[src/inc/gdi_defines.svh]
// Constants for the instrument bus interface block.
`ifndef GDI_DEFINES_SVH
`define GDI_DEFINES_SVH

`define GDI_CLK_MHZ 250
`define GDI_SETTLE_NS 500
`define GDI_SETTLE_CYC ((`GDI_SETTLE_NS * `GDI_CLK_MHZ + 999) / 1000)

`define GDI_CMD_GTL 7'h01
`define GDI_CMD_SDC 7'h04
`define GDI_CMD_GET 7'h08
`define GDI_CMD_LLO 7'h11
`define GDI_CMD_DCL 7'h14
`define GDI_CMD_SPE 7'h18
`define GDI_CMD_SPD 7'h19
`define GDI_CMD_UNL 7'h3F
`define GDI_GRP_LISTEN 2'b01
`define GDI_GRP_TALK 2'b10

`define GDI_SB_SUB_DONE 0
`define GDI_SB_LIMIT 1
`define GDI_SB_USER_SRQ 2
`define GDI_SB_PWR_ON 3
`define GDI_SB_READY 4
`define GDI_SB_ERROR 5
`define GDI_SB_RQS 6
`define GDI_SB_DATA 7
`define GDI_SB_RESET 8'h00
`define GDI_SB_DCL_KEEP 8'h70

`endif

[src/inc/gdi_pkg.sv]
// Types shared by the instrument bus interface block.
package gdi_pkg;

  typedef enum logic [1:0] {
    RL_LOCAL,
    RL_REMOTE,
    RL_LOCAL_LOCK,
    RL_REMOTE_LOCK
  } gdi_rl_e;

  typedef enum logic [0:0] {
    AH_WAIT,
    AH_HOLD
  } gdi_ah_e;

  typedef enum logic [1:0] {
    SH_IDLE,
    SH_SETTLE,
    SH_DAV,
    SH_DONE
  } gdi_sh_e;

  typedef struct packed {
    logic [7:0] data;
    logic eoi;
  } gdi_byte_s;

  typedef struct packed {
    logic out_flush;
    logic in_flush;
    logic sub_abort;
    logic display_blank;
  } gdi_clr_s;

endpackage : gdi_pkg
[src/core/gdi_device_port.sv]
// Device side of the instrument bus port: handshakes, addressing, status and control.
// How it works
// - Full source and acceptor three-wire handshakes.
// - Talk when addressed; serial poll returns status.
// - Accept data bytes when addressed to listen.
// - Service request line independent of transfers.
// - Remote or front panel control by state.
// - Universal or selected clear resets device.
// - Addressed group trigger requests a measurement.
// - Interface clear returns bus logic to idle.
// - Clear flushes buffers, aborts, blanks, disables triggering.
// - Clear empties status except persisting bits 4-6.
// - Next instrument command restores trigger mode.
// - Go-to-local leaves remote when addressed to listen, lockout or not.
// - Lockout local lasts until next remote; REN drop permanent.
// - Lockout: local stays local, remote locks keyboard.
// - Lockout released only by REN drop or power.
// - Keyboard enabled only when local and keyboard lock input clear.
// - Remote needs REN plus own listen address.
// - Status byte bit layout fixed, bit 7 data.
// - Poll with request clears gone causes only.
// - Poll returns status without disturbing the processor.
// - Poll keeps output data; query replaces it.
// - Armed trigger fires once then holds.
// - Paused subprogram resumes instead of triggering.
// - Ready bit low while subprogram runs.
`timescale 1ns/10ps
`include "gdi_defines.svh"

module gdi_device_port import gdi_pkg::*; #(
  parameter int SETTLE_CYC = `GDI_SETTLE_CYC
) (
  input wire logic clk_i,
  input wire logic reset_i,
  input wire logic ce_i,
  input wire logic [4:0] my_addr_i,
  input wire logic [7:0] dio_n_i,
  output logic [7:0] dio_n_o,
  output logic dio_n_oe_o,
  input wire logic dav_n_i,
  output logic dav_n_o,
  output logic dav_n_oe_o,
  input wire logic nrfd_n_i,
  output logic nrfd_n_o,
  output logic nrfd_n_oe_o,
  input wire logic ndac_n_i,
  output logic ndac_n_o,
  output logic ndac_n_oe_o,
  input wire logic eoi_n_i,
  output logic eoi_n_o,
  output logic eoi_n_oe_o,
  input wire logic atn_n_i,
  input wire logic ifc_n_i,
  input wire logic ren_n_i,
  output logic srq_n_o,
  output logic srq_n_oe_o,
  input wire logic tx_valid_i,
  input wire gdi_byte_s tx_i,
  output logic tx_ready_o,
  input wire logic rx_ready_i,
  output logic rx_valid_o,
  output gdi_byte_s rx_o,
  input wire logic [7:0] status_event_i,
  input wire logic [7:0] status_cause_i,
  input wire logic ready_i,
  input wire logic sub_running_i,
  input wire logic sub_paused_i,
  input wire logic kbd_lock_i,
  input wire logic instr_cmd_i,
  input wire logic trigger_arm_command_i,
  input wire logic single_trigger_command_i,
  input wire logic status_byte_query_i,
  output logic [7:0] serial_poll_status_byte_o,
  output logic status_replace_o,
  output logic [7:0] status_replace_data_o,
  output gdi_clr_s clear_o,
  output logic trigger_enable_o,
  output logic trigger_o,
  output logic sub_resume_o,
  output logic remote_o,
  output logic keyboard_enable_o,
  output logic local_key_enable_o,
  output logic lacs_o,
  output logic tacs_o
);

  generate
    if (SETTLE_CYC < 1) begin : g_bad
      $error("gdi_device_port: SETTLE_CYC must be at least one cycle.");
    end
  endgenerate

  //////////////////////////////////////////////////////////////////////////////

  // Bus lines are active low; internal names use asserted-high levels.
  logic atn_as;
  logic ifc_as;
  logic ren_as;
  logic dav_as;
  logic nrfd_as;
  logic ndac_as;
  logic [7:0] dio_as;

  assign atn_as = !atn_n_i;
  assign ifc_as = !ifc_n_i;
  assign ren_as = !ren_n_i;
  assign dav_as = !dav_n_i;
  assign nrfd_as = !nrfd_n_i;
  assign ndac_as = !ndac_n_i;
  assign dio_as = ~dio_n_i;

  gdi_ah_e ah_state;
  gdi_rl_e rl_state;
  logic lacs;
  logic tacs;
  logic spms;
  logic ah_active;
  logic ah_ready;
  logic acc_take;
  logic cmd_take;
  logic [6:0] cmd;
  logic [7:0] stb;
  logic [7:0] cause;
  logic [7:0] next_stb;
  logic trig_armed;
  logic trig_off;
  logic dev_clear;
  logic sp_sent;
  logic src_en;
  logic src_valid;
  logic src_taken;
  logic src_dav;
  logic src_drive;
  gdi_byte_s src_byte;
  gdi_byte_s src_out;

  //////////////////////////////////////////////////////////////////////////////

  // Acceptor takes commands while ATN is asserted and data while listening.
  assign ah_active = atn_as || lacs;
  assign ah_ready = atn_as || rx_ready_i;
  assign acc_take = ce_i && ah_active && (ah_state == AH_WAIT) && dav_as && ah_ready;

  always_ff @(posedge clk_i) begin
    if (reset_i || ifc_as) begin
      ah_state <= AH_WAIT;
    end else if (ce_i) begin
      if (!ah_active) begin
        ah_state <= AH_WAIT;
      end else begin
        unique case (ah_state)
          AH_WAIT: begin
            if (dav_as && ah_ready) begin
              ah_state <= AH_HOLD;
            end
          end
          AH_HOLD: begin
            if (!dav_as) begin
              ah_state <= AH_WAIT;
            end
          end
        endcase
      end
    end
  end

  assign nrfd_n_o = 1'b0;
  assign ndac_n_o = 1'b0;
  assign nrfd_n_oe_o = ah_active && ((ah_state == AH_HOLD) || !ah_ready);
  assign ndac_n_oe_o = ah_active && (ah_state == AH_WAIT);

  // Accepted bytes: commands go to the decoder, data goes to the input path.
  always_ff @(posedge clk_i) begin
    if (reset_i) begin
      cmd_take <= 1'b0;
      cmd <= '0;
      rx_valid_o <= 1'b0;
      rx_o <= '0;
    end else if (ce_i) begin
      cmd_take <= acc_take && atn_as;
      rx_valid_o <= acc_take && !atn_as && lacs;
      if (acc_take && atn_as) begin
        cmd <= dio_as[6:0];
      end
      if (acc_take && !atn_as) begin
        rx_o <= '{data: dio_as, eoi: !eoi_n_i};
      end
    end
  end

  //////////////////////////////////////////////////////////////////////////////

  // Listen, talk and serial poll mode addressing.
  always_ff @(posedge clk_i) begin
    if (reset_i || ifc_as) begin
      lacs <= 1'b0;
      tacs <= 1'b0;
      spms <= 1'b0;
    end else if (ce_i && cmd_take) begin
      if (cmd == {`GDI_GRP_LISTEN, my_addr_i}) begin
        lacs <= 1'b1;
      end else if (cmd == `GDI_CMD_UNL) begin
        lacs <= 1'b0;
      end
      if (cmd[6:5] == `GDI_GRP_TALK) begin
        tacs <= (cmd[4:0] == my_addr_i);
      end
      if (cmd == `GDI_CMD_SPE) begin
        spms <= 1'b1;
      end else if (cmd == `GDI_CMD_SPD) begin
        spms <= 1'b0;
      end
    end
  end

  assign lacs_o = lacs;
  assign tacs_o = tacs;

  //////////////////////////////////////////////////////////////////////////////

  // Talker: status byte in serial poll mode, otherwise the output buffer.
  assign src_en = tacs && !atn_as;
  assign src_valid = spms || tx_valid_i;
  assign src_byte = spms ? gdi_byte_s'{data: stb, eoi: 1'b0} : tx_i;
  assign tx_ready_o = src_taken && !spms;
  assign sp_sent = src_taken && spms;

  gdi_src_hs #(
    .SETTLE_CYC(SETTLE_CYC)
  ) u_src (
    .clk_i(clk_i),
    .reset_i(reset_i || ifc_as),
    .ce_i(ce_i),
    .enable_i(src_en),
    .valid_i(src_valid),
    .byte_i(src_byte),
    .nrfd_as_i(nrfd_as),
    .ndac_as_i(ndac_as),
    .taken_o(src_taken),
    .dav_as_o(src_dav),
    .drive_o(src_drive),
    .byte_o(src_out)
  );

  assign dio_n_o = ~src_out.data;
  assign dio_n_oe_o = src_drive;
  assign dav_n_o = 1'b0;
  assign dav_n_oe_o = src_dav;
  assign eoi_n_o = 1'b0;
  assign eoi_n_oe_o = src_drive && src_out.eoi;

  //////////////////////////////////////////////////////////////////////////////

  // Remote and local state with lockout.
  always_ff @(posedge clk_i) begin
    if (reset_i) begin
      rl_state <= RL_LOCAL;
    end else if (ce_i) begin
      if (!ren_as) begin
        rl_state <= RL_LOCAL;
      end else if (cmd_take) begin
        unique case (rl_state)
          RL_LOCAL: begin
            if (cmd == {`GDI_GRP_LISTEN, my_addr_i}) begin
              rl_state <= RL_REMOTE;
            end else if (cmd == `GDI_CMD_LLO) begin
              rl_state <= RL_LOCAL_LOCK;
            end
          end
          RL_REMOTE: begin
            if (cmd == `GDI_CMD_GTL && lacs) begin
              rl_state <= RL_LOCAL;
            end else if (cmd == `GDI_CMD_LLO) begin
              rl_state <= RL_REMOTE_LOCK;
            end
          end
          RL_LOCAL_LOCK: begin
            if (cmd == {`GDI_GRP_LISTEN, my_addr_i}) begin
              rl_state <= RL_REMOTE_LOCK;
            end
          end
          RL_REMOTE_LOCK: begin
            if (cmd == `GDI_CMD_GTL && lacs) begin
              rl_state <= RL_LOCAL_LOCK;
            end
          end
        endcase
      end
    end
  end

  assign remote_o = (rl_state == RL_REMOTE) || (rl_state == RL_REMOTE_LOCK);
  assign keyboard_enable_o = !remote_o && !kbd_lock_i;
  assign local_key_enable_o = (rl_state == RL_REMOTE);

  //////////////////////////////////////////////////////////////////////////////

  // Device clear, universal or selected.
  assign dev_clear = cmd_take &&
    ((cmd == `GDI_CMD_DCL) || (cmd == `GDI_CMD_SDC && lacs));

  always_ff @(posedge clk_i) begin
    if (reset_i) begin
      clear_o <= '0;
    end else if (ce_i) begin
      clear_o <= {4{dev_clear}};
    end
  end

  //////////////////////////////////////////////////////////////////////////////

  // Triggering: arm, disable on clear, fire once on an addressed trigger.
  always_ff @(posedge clk_i) begin
    if (reset_i) begin
      trig_armed <= 1'b0;
      trig_off <= 1'b0;
      trigger_o <= 1'b0;
      sub_resume_o <= 1'b0;
    end else if (ce_i) begin
      trigger_o <= 1'b0;
      sub_resume_o <= 1'b0;
      if (dev_clear) begin
        trig_off <= 1'b1;
      end else if (instr_cmd_i) begin
        trig_off <= 1'b0;
      end
      if (single_trigger_command_i && !trig_off) begin
        trigger_o <= 1'b1;
      end
      if (cmd_take && cmd == `GDI_CMD_GET && lacs) begin
        if (sub_paused_i) begin
          sub_resume_o <= 1'b1;
        end else if (trig_armed && !trig_off) begin
          trigger_o <= 1'b1;
          trig_armed <= 1'b0;
        end
      end
      // Arming comes last so that an arm in the trigger cycle is kept.
      if (trigger_arm_command_i) begin
        trig_armed <= 1'b1;
      end
    end
  end

  assign trigger_enable_o = !trig_off;

  //////////////////////////////////////////////////////////////////////////////

  // Status byte: sticky event bits, live ready bit, request summary bit.
  always_comb begin
    cause = status_cause_i;
    cause[`GDI_SB_READY] = ready_i && !sub_running_i;
    cause[`GDI_SB_RQS] = 1'b0;
  end

  // The request bit is rebuilt from the surviving bits, so a clear cannot strand it.

  always_comb begin
    next_stb = stb;
    if (dev_clear) begin
      next_stb = stb & cause & `GDI_SB_DCL_KEEP;
    end else if (sp_sent && stb[`GDI_SB_RQS]) begin
      next_stb = stb & cause;
    end
    next_stb = next_stb | status_event_i;
    next_stb[`GDI_SB_ERROR] = next_stb[`GDI_SB_ERROR] | cause[`GDI_SB_ERROR];
    next_stb[`GDI_SB_RQS] = next_stb[`GDI_SB_RQS] |
      (|{next_stb[`GDI_SB_DATA], next_stb[`GDI_SB_ERROR], next_stb[3:0]});
    next_stb[`GDI_SB_READY] = cause[`GDI_SB_READY];
  end

  always_ff @(posedge clk_i) begin
    if (reset_i) begin
      stb <= `GDI_SB_RESET;
    end else if (ce_i) begin
      stb <= next_stb;
    end
  end

  assign serial_poll_status_byte_o = stb;
  assign srq_n_o = 1'b0;
  assign srq_n_oe_o = stb[`GDI_SB_RQS];

  // Status query goes through the processor, so it always reads busy.
  always_ff @(posedge clk_i) begin
    if (reset_i) begin
      status_replace_o <= 1'b0;
      status_replace_data_o <= '0;
    end else if (ce_i) begin
      status_replace_o <= status_byte_query_i;
      if (status_byte_query_i) begin
        status_replace_data_o <= stb & ~(8'h01 << `GDI_SB_READY);
      end
    end
  end

endmodule : gdi_device_port

[src/core/gdi_src_hs.sv]
// Source handshake engine that places one byte on the bus per three-wire cycle.
`timescale 1ns/10ps
`include "gdi_defines.svh"

module gdi_src_hs import gdi_pkg::*; #(
  parameter int SETTLE_CYC = `GDI_SETTLE_CYC
) (
  input wire logic clk_i,
  input wire logic reset_i,
  input wire logic ce_i,
  input wire logic enable_i,
  input wire logic valid_i,
  input wire gdi_byte_s byte_i,
  input wire logic nrfd_as_i,
  input wire logic ndac_as_i,
  output logic taken_o,
  output logic dav_as_o,
  output logic drive_o,
  output gdi_byte_s byte_o
);

  generate
    if (SETTLE_CYC < 1) begin : g_bad
      $error("gdi_src_hs: SETTLE_CYC must be at least one cycle.");
    end
  endgenerate

  localparam int CW = $clog2(SETTLE_CYC + 1);

  gdi_sh_e state;
  logic [CW-1:0] settle;

  //////////////////////////////////////////////////////////////////////////////

  // Data is driven, allowed to settle, then DAV is held until all accept.
  always_ff @(posedge clk_i) begin
    if (reset_i) begin
      state <= SH_IDLE;
      settle <= '0;
      byte_o <= '0;
    end else if (ce_i) begin
      if (!enable_i) begin
        state <= SH_IDLE;
      end else begin
        unique case (state)
          SH_IDLE: begin
            if (valid_i && !nrfd_as_i) begin
              byte_o <= byte_i;
              settle <= CW'(SETTLE_CYC - 1);
              state <= SH_SETTLE;
            end
          end
          SH_SETTLE: begin
            if (settle == '0) begin
              state <= SH_DAV;
            end else begin
              settle <= settle - 1'b1;
            end
          end
          SH_DAV: begin
            if (!ndac_as_i) begin
              state <= SH_DONE;
            end
          end
          SH_DONE: begin
            if (ndac_as_i) begin
              state <= SH_IDLE;
            end
          end
        endcase
      end
    end
  end

  assign dav_as_o = enable_i && (state == SH_DAV);
  assign drive_o = enable_i && (state != SH_IDLE);
  assign taken_o = ce_i && enable_i && (state == SH_DAV) && !ndac_as_i;

endmodule : gdi_src_hs

[config.mk]
export PLATFORM = sky130hd
export DESIGN_NAME = gdi_device_port
export DESIGN_NICKNAME = d
export VERILOG_FILES = /design/src/inc/gdi_pkg.sv /design/src/core/gdi_device_port.sv /design/src/core/gdi_src_hs.sv
export VERILOG_INCLUDE_DIRS = /design/src /design/src/inc
export SDC_FILE = /design/constraint.sdc
export NUM_CORES = 1
export LEC_CHECK = 0
export BUFFER_PORTS_ARGS = -buffer_cell sky130_fd_sc_hd__buf_2
export CAP_MARGIN = 30
export CELL_PAD_IN_SITES_DETAIL_PLACEMENT = 1
export CELL_PAD_IN_SITES_GLOBAL_PLACEMENT = 1
export CORE_MARGIN = 10
export CORE_UTILIZATION = 32
export CTS_CLUSTER_DIAMETER = 40
export DETAILED_ROUTE_END_ITERATION = 8
export GPL_TIMING_DRIVEN = 0
export PLACE_DENSITY = 0.86
export SYNTH_ARGS = -nofsm -noshare
export SYNTH_HDL_FRONTEND = slang
export SYNTH_SLANG_ARGS = --single-unit
export TNS_END_PERCENT = 30
[constraint.sdc]
create_clock -name clk_i -period 1.7 [get_ports clk_i]
set_input_delay 0.085 -clock clk_i [delete_from_list [all_inputs] [get_ports clk_i]]
set_output_delay 0.085 -clock clk_i [all_outputs]
set_load 0.01 [all_outputs]
# Word-level counts from Yosys, hierarchy flattened
# Cells that the tools add are included.
[totals]
regBits = 63
input_bits = 58
out_inout_bits = 59
wordCells = 171
[classes]
addsub = 1
eq_ne = 28
n_mux = 41
bitwise = 7
n_reduce_logical = 72
[op_table]
columns = ["op", "n"]
rows = [
  ["logical AND 1 bit", 31],
  ["equality test 7 x 5 -> 1 bit, second input constant", 4],
  ["two-way mux 2 bit", 13],
  ["two-way mux 1 bit", 19],
  ["!= test 3 bit, second input constant", 6],
  ["two-way mux 8 bit", 2],
  ["inverter 8 bit", 2],
  ["case mux 2 bit (4 select lines)", 2],
  ["nonzero test 2 bit", 8],
  ["two-way mux 7 bit", 2],
  ["case mux 7 bit (2 select lines)", 1],
  ["AND reduction 2 bit", 7],
  ["equality test 2 bit, second input constant", 5],
  ["zero test 1 bit", 10],
  ["AND reduction 5 bit", 2],
  ["two-way mux 9 bit", 1],
  ["bitwise AND 8 bit", 1],
  ["bitwise OR 8 bit", 1],
  ["AND reduction 4 bit", 2],
  ["equality test 7 x 1 -> 1 bit, second input constant", 1],
  ["equality test 7 x 3 -> 1 bit, second input constant", 1],
  ["equality test 7 x 4 -> 1 bit, second input constant", 1],
  ["equality test 7 x 6 -> 1 bit", 1],
  ["equality test 7 x 6 -> 1 bit, second input constant", 1],
  ["15 further kinds", 25],
]

# Longest topological paths before layout
[logic_depth]
depth_word = 12
ltp_mapped = 8
ltp_nobuf = 7

# Hierarchy
# Synthesis repeated with hierarchy kept, for this count alone.
[hier_totals]
hier_cells = 394
area_unflattened_um2 = 3258.1
[by_module_without_submodules]
columns = ["module", "n_inst", "cells_each", "area_per_inst_um2", "seq_area_each_um2"]
rows = [
  ["gdi_device_port", 1, 285, 2277.2, 900.9],
  ["gdi_src_hs", 1, 109, 980.9, 360.3],
]

# Least setup slack after synthesis
# Ideal clock, no wire load.
[synth_timing]
path_kind = "flip-flop to flip-flop"
startpoint = "register u_src.state[0]"
endpoint = "register stb[6], in the netlist serial_poll_status_byte_o[6]"
setup_ps = 128
arrival_time_ps = 1567
required_ps = 1572
setup_slack_ps = 5
stages_incl_launch_ff = 8
n_path_buf = 0
period_less_slack_ps = 1695
cell_sequence = "dfxtp_1 > inv_1 > ha_1 > nand3_2 > o21a_1 > a2111oi_2 > and4_1 > a211oi_1"
[synth_between]
elab_chain_len = 11
[synth_rtl]
columns = ["element", "line_no", "rtl"]
rows = [
  ["from (decl)", "gdi_src_hs.sv:30", "gdi_sh_e state;"],
  ["from (signal assigned)", "gdi_src_hs.sv:38", "state <= SH_IDLE;"],
  ["from (signal assigned)", "gdi_src_hs.sv:43", "state <= SH_IDLE;"],
  ["from (signal assigned)", "gdi_src_hs.sv:50", "state <= SH_SETTLE;"],
  ["equality test 2 bit (*)", "gdi_src_hs.sv:77", "assign taken_o = ce_i && enable_i && (state == SH_DAV) && !ndac_as_i;"],
  ["logical AND 1 bit (*) (2 in series)", "gdi_src_hs.sv:77", ""],
  ["logical AND 1 bit (*)", "gdi_device_port.sv:226", "assign sp_sent = src_taken && spms;"],
  ["logical AND 1 bit (*)", "gdi_device_port.sv:362", "end else if (sp_sent && stb[`GDI_SB_RQS]) begin"],
  ["two-way mux 8 bit (*)", "gdi_device_port.sv:362", ""],
  ["two-way mux 8 bit (*)", "gdi_device_port.sv:360", "if (dev_clear) begin"],
  ["bitwise OR 8 bit (*)", "gdi_device_port.sv:365", "next_stb = next_stb | status_event_i;"],
  ["bitwise OR 1 bit", "gdi_device_port.sv:366", "next_stb[`GDI_SB_ERROR] = next_stb[`GDI_SB_ERROR] | cause[`GDI_SB_ERROR];"],
  ["OR reduction 6 bit", "gdi_device_port.sv:368", "(|{next_stb[`GDI_SB_DATA], next_stb[`GDI_SB_ERROR], next_stb[3:0]});"],
  ["bitwise OR 1 bit (*)", "gdi_device_port.sv:367", "next_stb[`GDI_SB_RQS] = next_stb[`GDI_SB_RQS] |"],
  ["to (signal assigned)", "gdi_device_port.sv:374", "stb <= `GDI_SB_RESET;"],
  ["to (signal assigned)", "gdi_device_port.sv:376", "stb <= next_stb;"],
  ["to (decl)", "gdi_device_port.sv:122", "logic [7:0] stb;"],
]
# Every way passes the cells marked *; elsewhere a longest branch is shown, timed or not.
# A chain may end at the register's enable or synchronous reset.

# Final worst setup path
# Ends and elaborated chain as after synthesis.

==> results.sh <==
export IMPL_status="finished with violations"
export IMPL_violations="negative setup slack"
export IMPL_clockRootBuffer="clkbuf_8"
export IMPL_cts_max_path_buffers=2
export IMPL_avgSynthCellArea_um2=8.49
export IMPL_drive_gt1_frac=0.392
export IMPL_slowest_delay_ns=0.38
export IMPL_synth_top_area_frac=0.409
export IMPL_wl_per_cell_um=19.1
export IMPL_synthArstFlopShare=0
export IMPL_setup_slack_ns=-0.0220
export IMPL_critPathCaptureType="register"
export IMPL_grt_pass1_vias=3533
export IMPL_synth_area_leaders="dfxtp_1, a211oi_1, nor2_1"
export IMPL_powerDensity_nw_per_um2=722
export IMPL_place_gp_congestion=0.787
export IMPL_r2r_slack_ns=-0.02
export IMPL_seqPwrFrac=0.495
export IMPL_diodes=0
export IMPL_critical_path_endpoint="serial_poll_status_byte_o[6]"
export IMPL_cp_required_ns=1.93
export IMPL_critical_path_top_delay_family="simple AND/OR/NAND/NOR gates"
export IMPL_synth_main_ff_cell="dfxtp_1"
export IMPL_r2r_start="u_src.state[0]"
export IMPL_worst_path_stages=7
export IMPL_critPathKind="reg -> reg"
export IMPL_max_cap_viol_count=0
export IMPL_dieArea_um2=14000
export IMPL_ys_warn_count=0
export IMPL_overflow=0
export IMPL_rsz0062_at_grt="true"
export IMPL_grt_max_degree=13
export IMPL_finalHoldViolations=0
export IMPL_dieWidth_um=118
export IMPL_syn_inst=363
export IMPL_die_h_um=118
export IMPL_arrival_ns=1.95
export IMPL_max_vdd_ir_drop_v=0.000314
export IMPL_crit_start="u_src.state[0]"
export IMPL_worst_pin_slew_ns=0.623
export IMPL_fp_row_count=35
export IMPL_drc=0
export IMPL_power_net_switching_mw=0.940
export IMPL_cts_buffers=9
export IMPL_hold_class="in -> reg"
export IMPL_num_vias=3301
export IMPL_ys_ff_latch=63
export IMPL_antenna_found_initial=1
export IMPL_yosysMostFrequentCell="dfxtp_1"
export IMPL_io_pins=117
export IMPL_p_leak_nw=1.74
export IMPL_path_max_fanout=7
export IMPL_power_switching_share=0.299
export IMPL_pwr_share_clk=0.379
export IMPL_reg2reg_to="serial_poll_status_byte_o[6]"
export IMPL_area_growth_pct=41.5
export IMPL_drt_iter0_markers=219
export IMPL_yosysUniqueCellTypes=55
export IMPL_portBuffers=104
export IMPL_holdWs_ns=0.00768
export IMPL_worstSkewPairLatency_ns=0.36
export IMPL_clkTransAtPathRegs_ns=0.07
export IMPL_dp_hpwl_um=8640
export IMPL_drtPass1Iterations=5
export IMPL_initial_core_util=0.330
export IMPL_ys_seq_area_frac=0.409
export IMPL_layoutNonFillerInstCount=639
export IMPL_track_usage=0.161
export IMPL_routed_wl_um=12200
export IMPL_clock_sinks=63
export IMPL_setup_tns_ns=-0.0616
export IMPL_timing_clock_skew_ns=0.0120
export IMPL_layout_nets=569
export IMPL_n_fill_cell=1160
export IMPL_fmax_mhz=581
export IMPL_dp_cells=601
export IMPL_h_tree_depth=3
export IMPL_crit_slowest_cell="or3_1"
export IMPL_ys_top_cells_by_count="dfxtp_1, nor2_1, a21oi_1, a211oi_1, nand2_1"
export IMPL_intPower_mw=2.21
export IMPL_max_slew_margin_rel=0.585
export IMPL_combPwrFrac=0.126
export IMPL_min_period_ns=1.72
export IMPL_ant_nets=0
export IMPL_syn_area_um2=3080
export IMPL_drv_slew=0
export IMPL_core_um2=9330
export IMPL_reg2reg_depth=7
export IMPL_yosysTopAreaCell="dfxtp_1"
export IMPL_tritoncts="built"
export IMPL_fin_crit_sh=1.01
export IMPL_crit_chain="inv_4 > ha_4 > nand3_4 > or3_1 > a31oi_1 > and4_1 > a211oi_1"
export IMPL_vias_per_cell=5.17
export IMPL_synth_edf_count=0
export IMPL_grt_pass1_wl_um=18400
export IMPL_critPathLaunchType="register"
export IMPL_setup_violations=4
export IMPL_crit_buf_inv=1
==> worst min-delay path, stage by stage <==
cell and delay (ns):
buf_2 0.08, nand2_1 0.04, nand2_1 0.05, a21oi_1 0.05
==> cell families (layout without fill, tap and decap cells) <==
group           after synthesis  in the layout  synth area share
compound gates               89             89             0.193
xor+xnor                     10             10            0.0284
fa+ha+maj                     6              6            0.0244
buf+inv                      50            192            0.0780
flops                        63             63             0.409
mux                          10             10            0.0325
other cells                   1              6           0.00122
simple gates                134            134             0.233
==> state kept, by name, indices dropped and copies added, names as in the netlist, 2 cells and up <==
register and count:
rx_o 9, u_src.byte_o 9, serial_poll_status_byte_o 8, cmd 7
status_replace_data_o 7, u_src.settle 7, rl_state 2, u_src.state 2
==> metal layers <==
metal	wire length [um]	GRT usage
met4	298	0.0641
met1	4910	0.176
met2	6320	0.284
met3	698	0.0471
met5	0	0
==> power groups by stage <==
stage / clock network (mW) / registers (mW) / logic (mW)
final: 1.19 / 1.56 / 0.395
after global routing: 1.30 / 1.57 / 0.433
after CTS: 1.21 / 1.56 / 0.376
after detailed placement: 0 / 1.59 / 0.345
after global placement: 0 / 1.59 / 0.335
after floorplan: 0 / 1.58 / 0.182
==> repair_timing <==
item / 4_1_cts / 5_1_grt
pin swaps: 10 / 11
setup endpoints to repair: 25 / 31
hold endpoints to repair: 16 / 0
buffers inserted: 7 / 8
hold buffers: 9 / 0
gates resized for setup: 21 / 32
==> worst min-delay path by stage <==
stage / endpoint / slack, ns / depth (start not counted) / startpoint
2_1_floorplan: rx_o[0] / 0.18 / 1 / eoi_n_i
3_5_place_dp: rx_o[8] / 0.28 / 2 / dio_n_i[7]
6_report: trig_off / 0.008 / 4 / instr_cmd_i
3_3_place_gp: rx_o[8] / 0.27 / 2 / dio_n_i[7]
5_1_grt: trig_off / 0.02 / 4 / instr_cmd_i
4_1_cts: trig_off / 0.01 / 4 / instr_cmd_i
==> per-stage QoR <==
step | util | cell area (um2) | power (mW) | setup WS (ns)
final | 0.468 | 4360 | 3.15 | -0.0220
after global routing | 0.468 | 4360 | 3.29 | -0.0957
after CTS | 0.448 | 4180 | 3.14 | -0.101
after detailed placement | 0.406 | 3780 | 1.93 | -0.288
after global placement | 0.406 | 3780 | 1.92 | -0.220
after floorplan | - | 3100 | 1.77 | 0.00530
==> cell type report <==
type	instances	area [um2]	area share
Timing Repair Buffer	128	727	0.167
Clock buffer	9	124	0.0284
Clock inverter	7	50.0	0.0115
Buffer	30	173	0.0396
Inverter	18	72.6	0.0166
Sequential cell	63	1280	0.294
Multi-Input combinational cell	255	1770	0.406
Tap cell	129	161	0.0370
==> cells in the final DEF, fill, tap and decap left out, drive strengths merged, types with 4 or more instances in the layout <==
cell / n
o21ai: 7
mux2i: 10
or3: 5
nor4: 5
a31oi: 4
dfxtp: 63
xor2: 7
nand3: 18
clkbuf: 21
nor2: 48
nand2b: 4
buf: 137
inv: 18
ha: 6
nand4: 5
a21oi: 30
nand2: 23
conb: 6
dlygate4sd3: 9
a211oi: 30
clkinv: 4
nor3: 8
(Power assumes the default switching activity.)
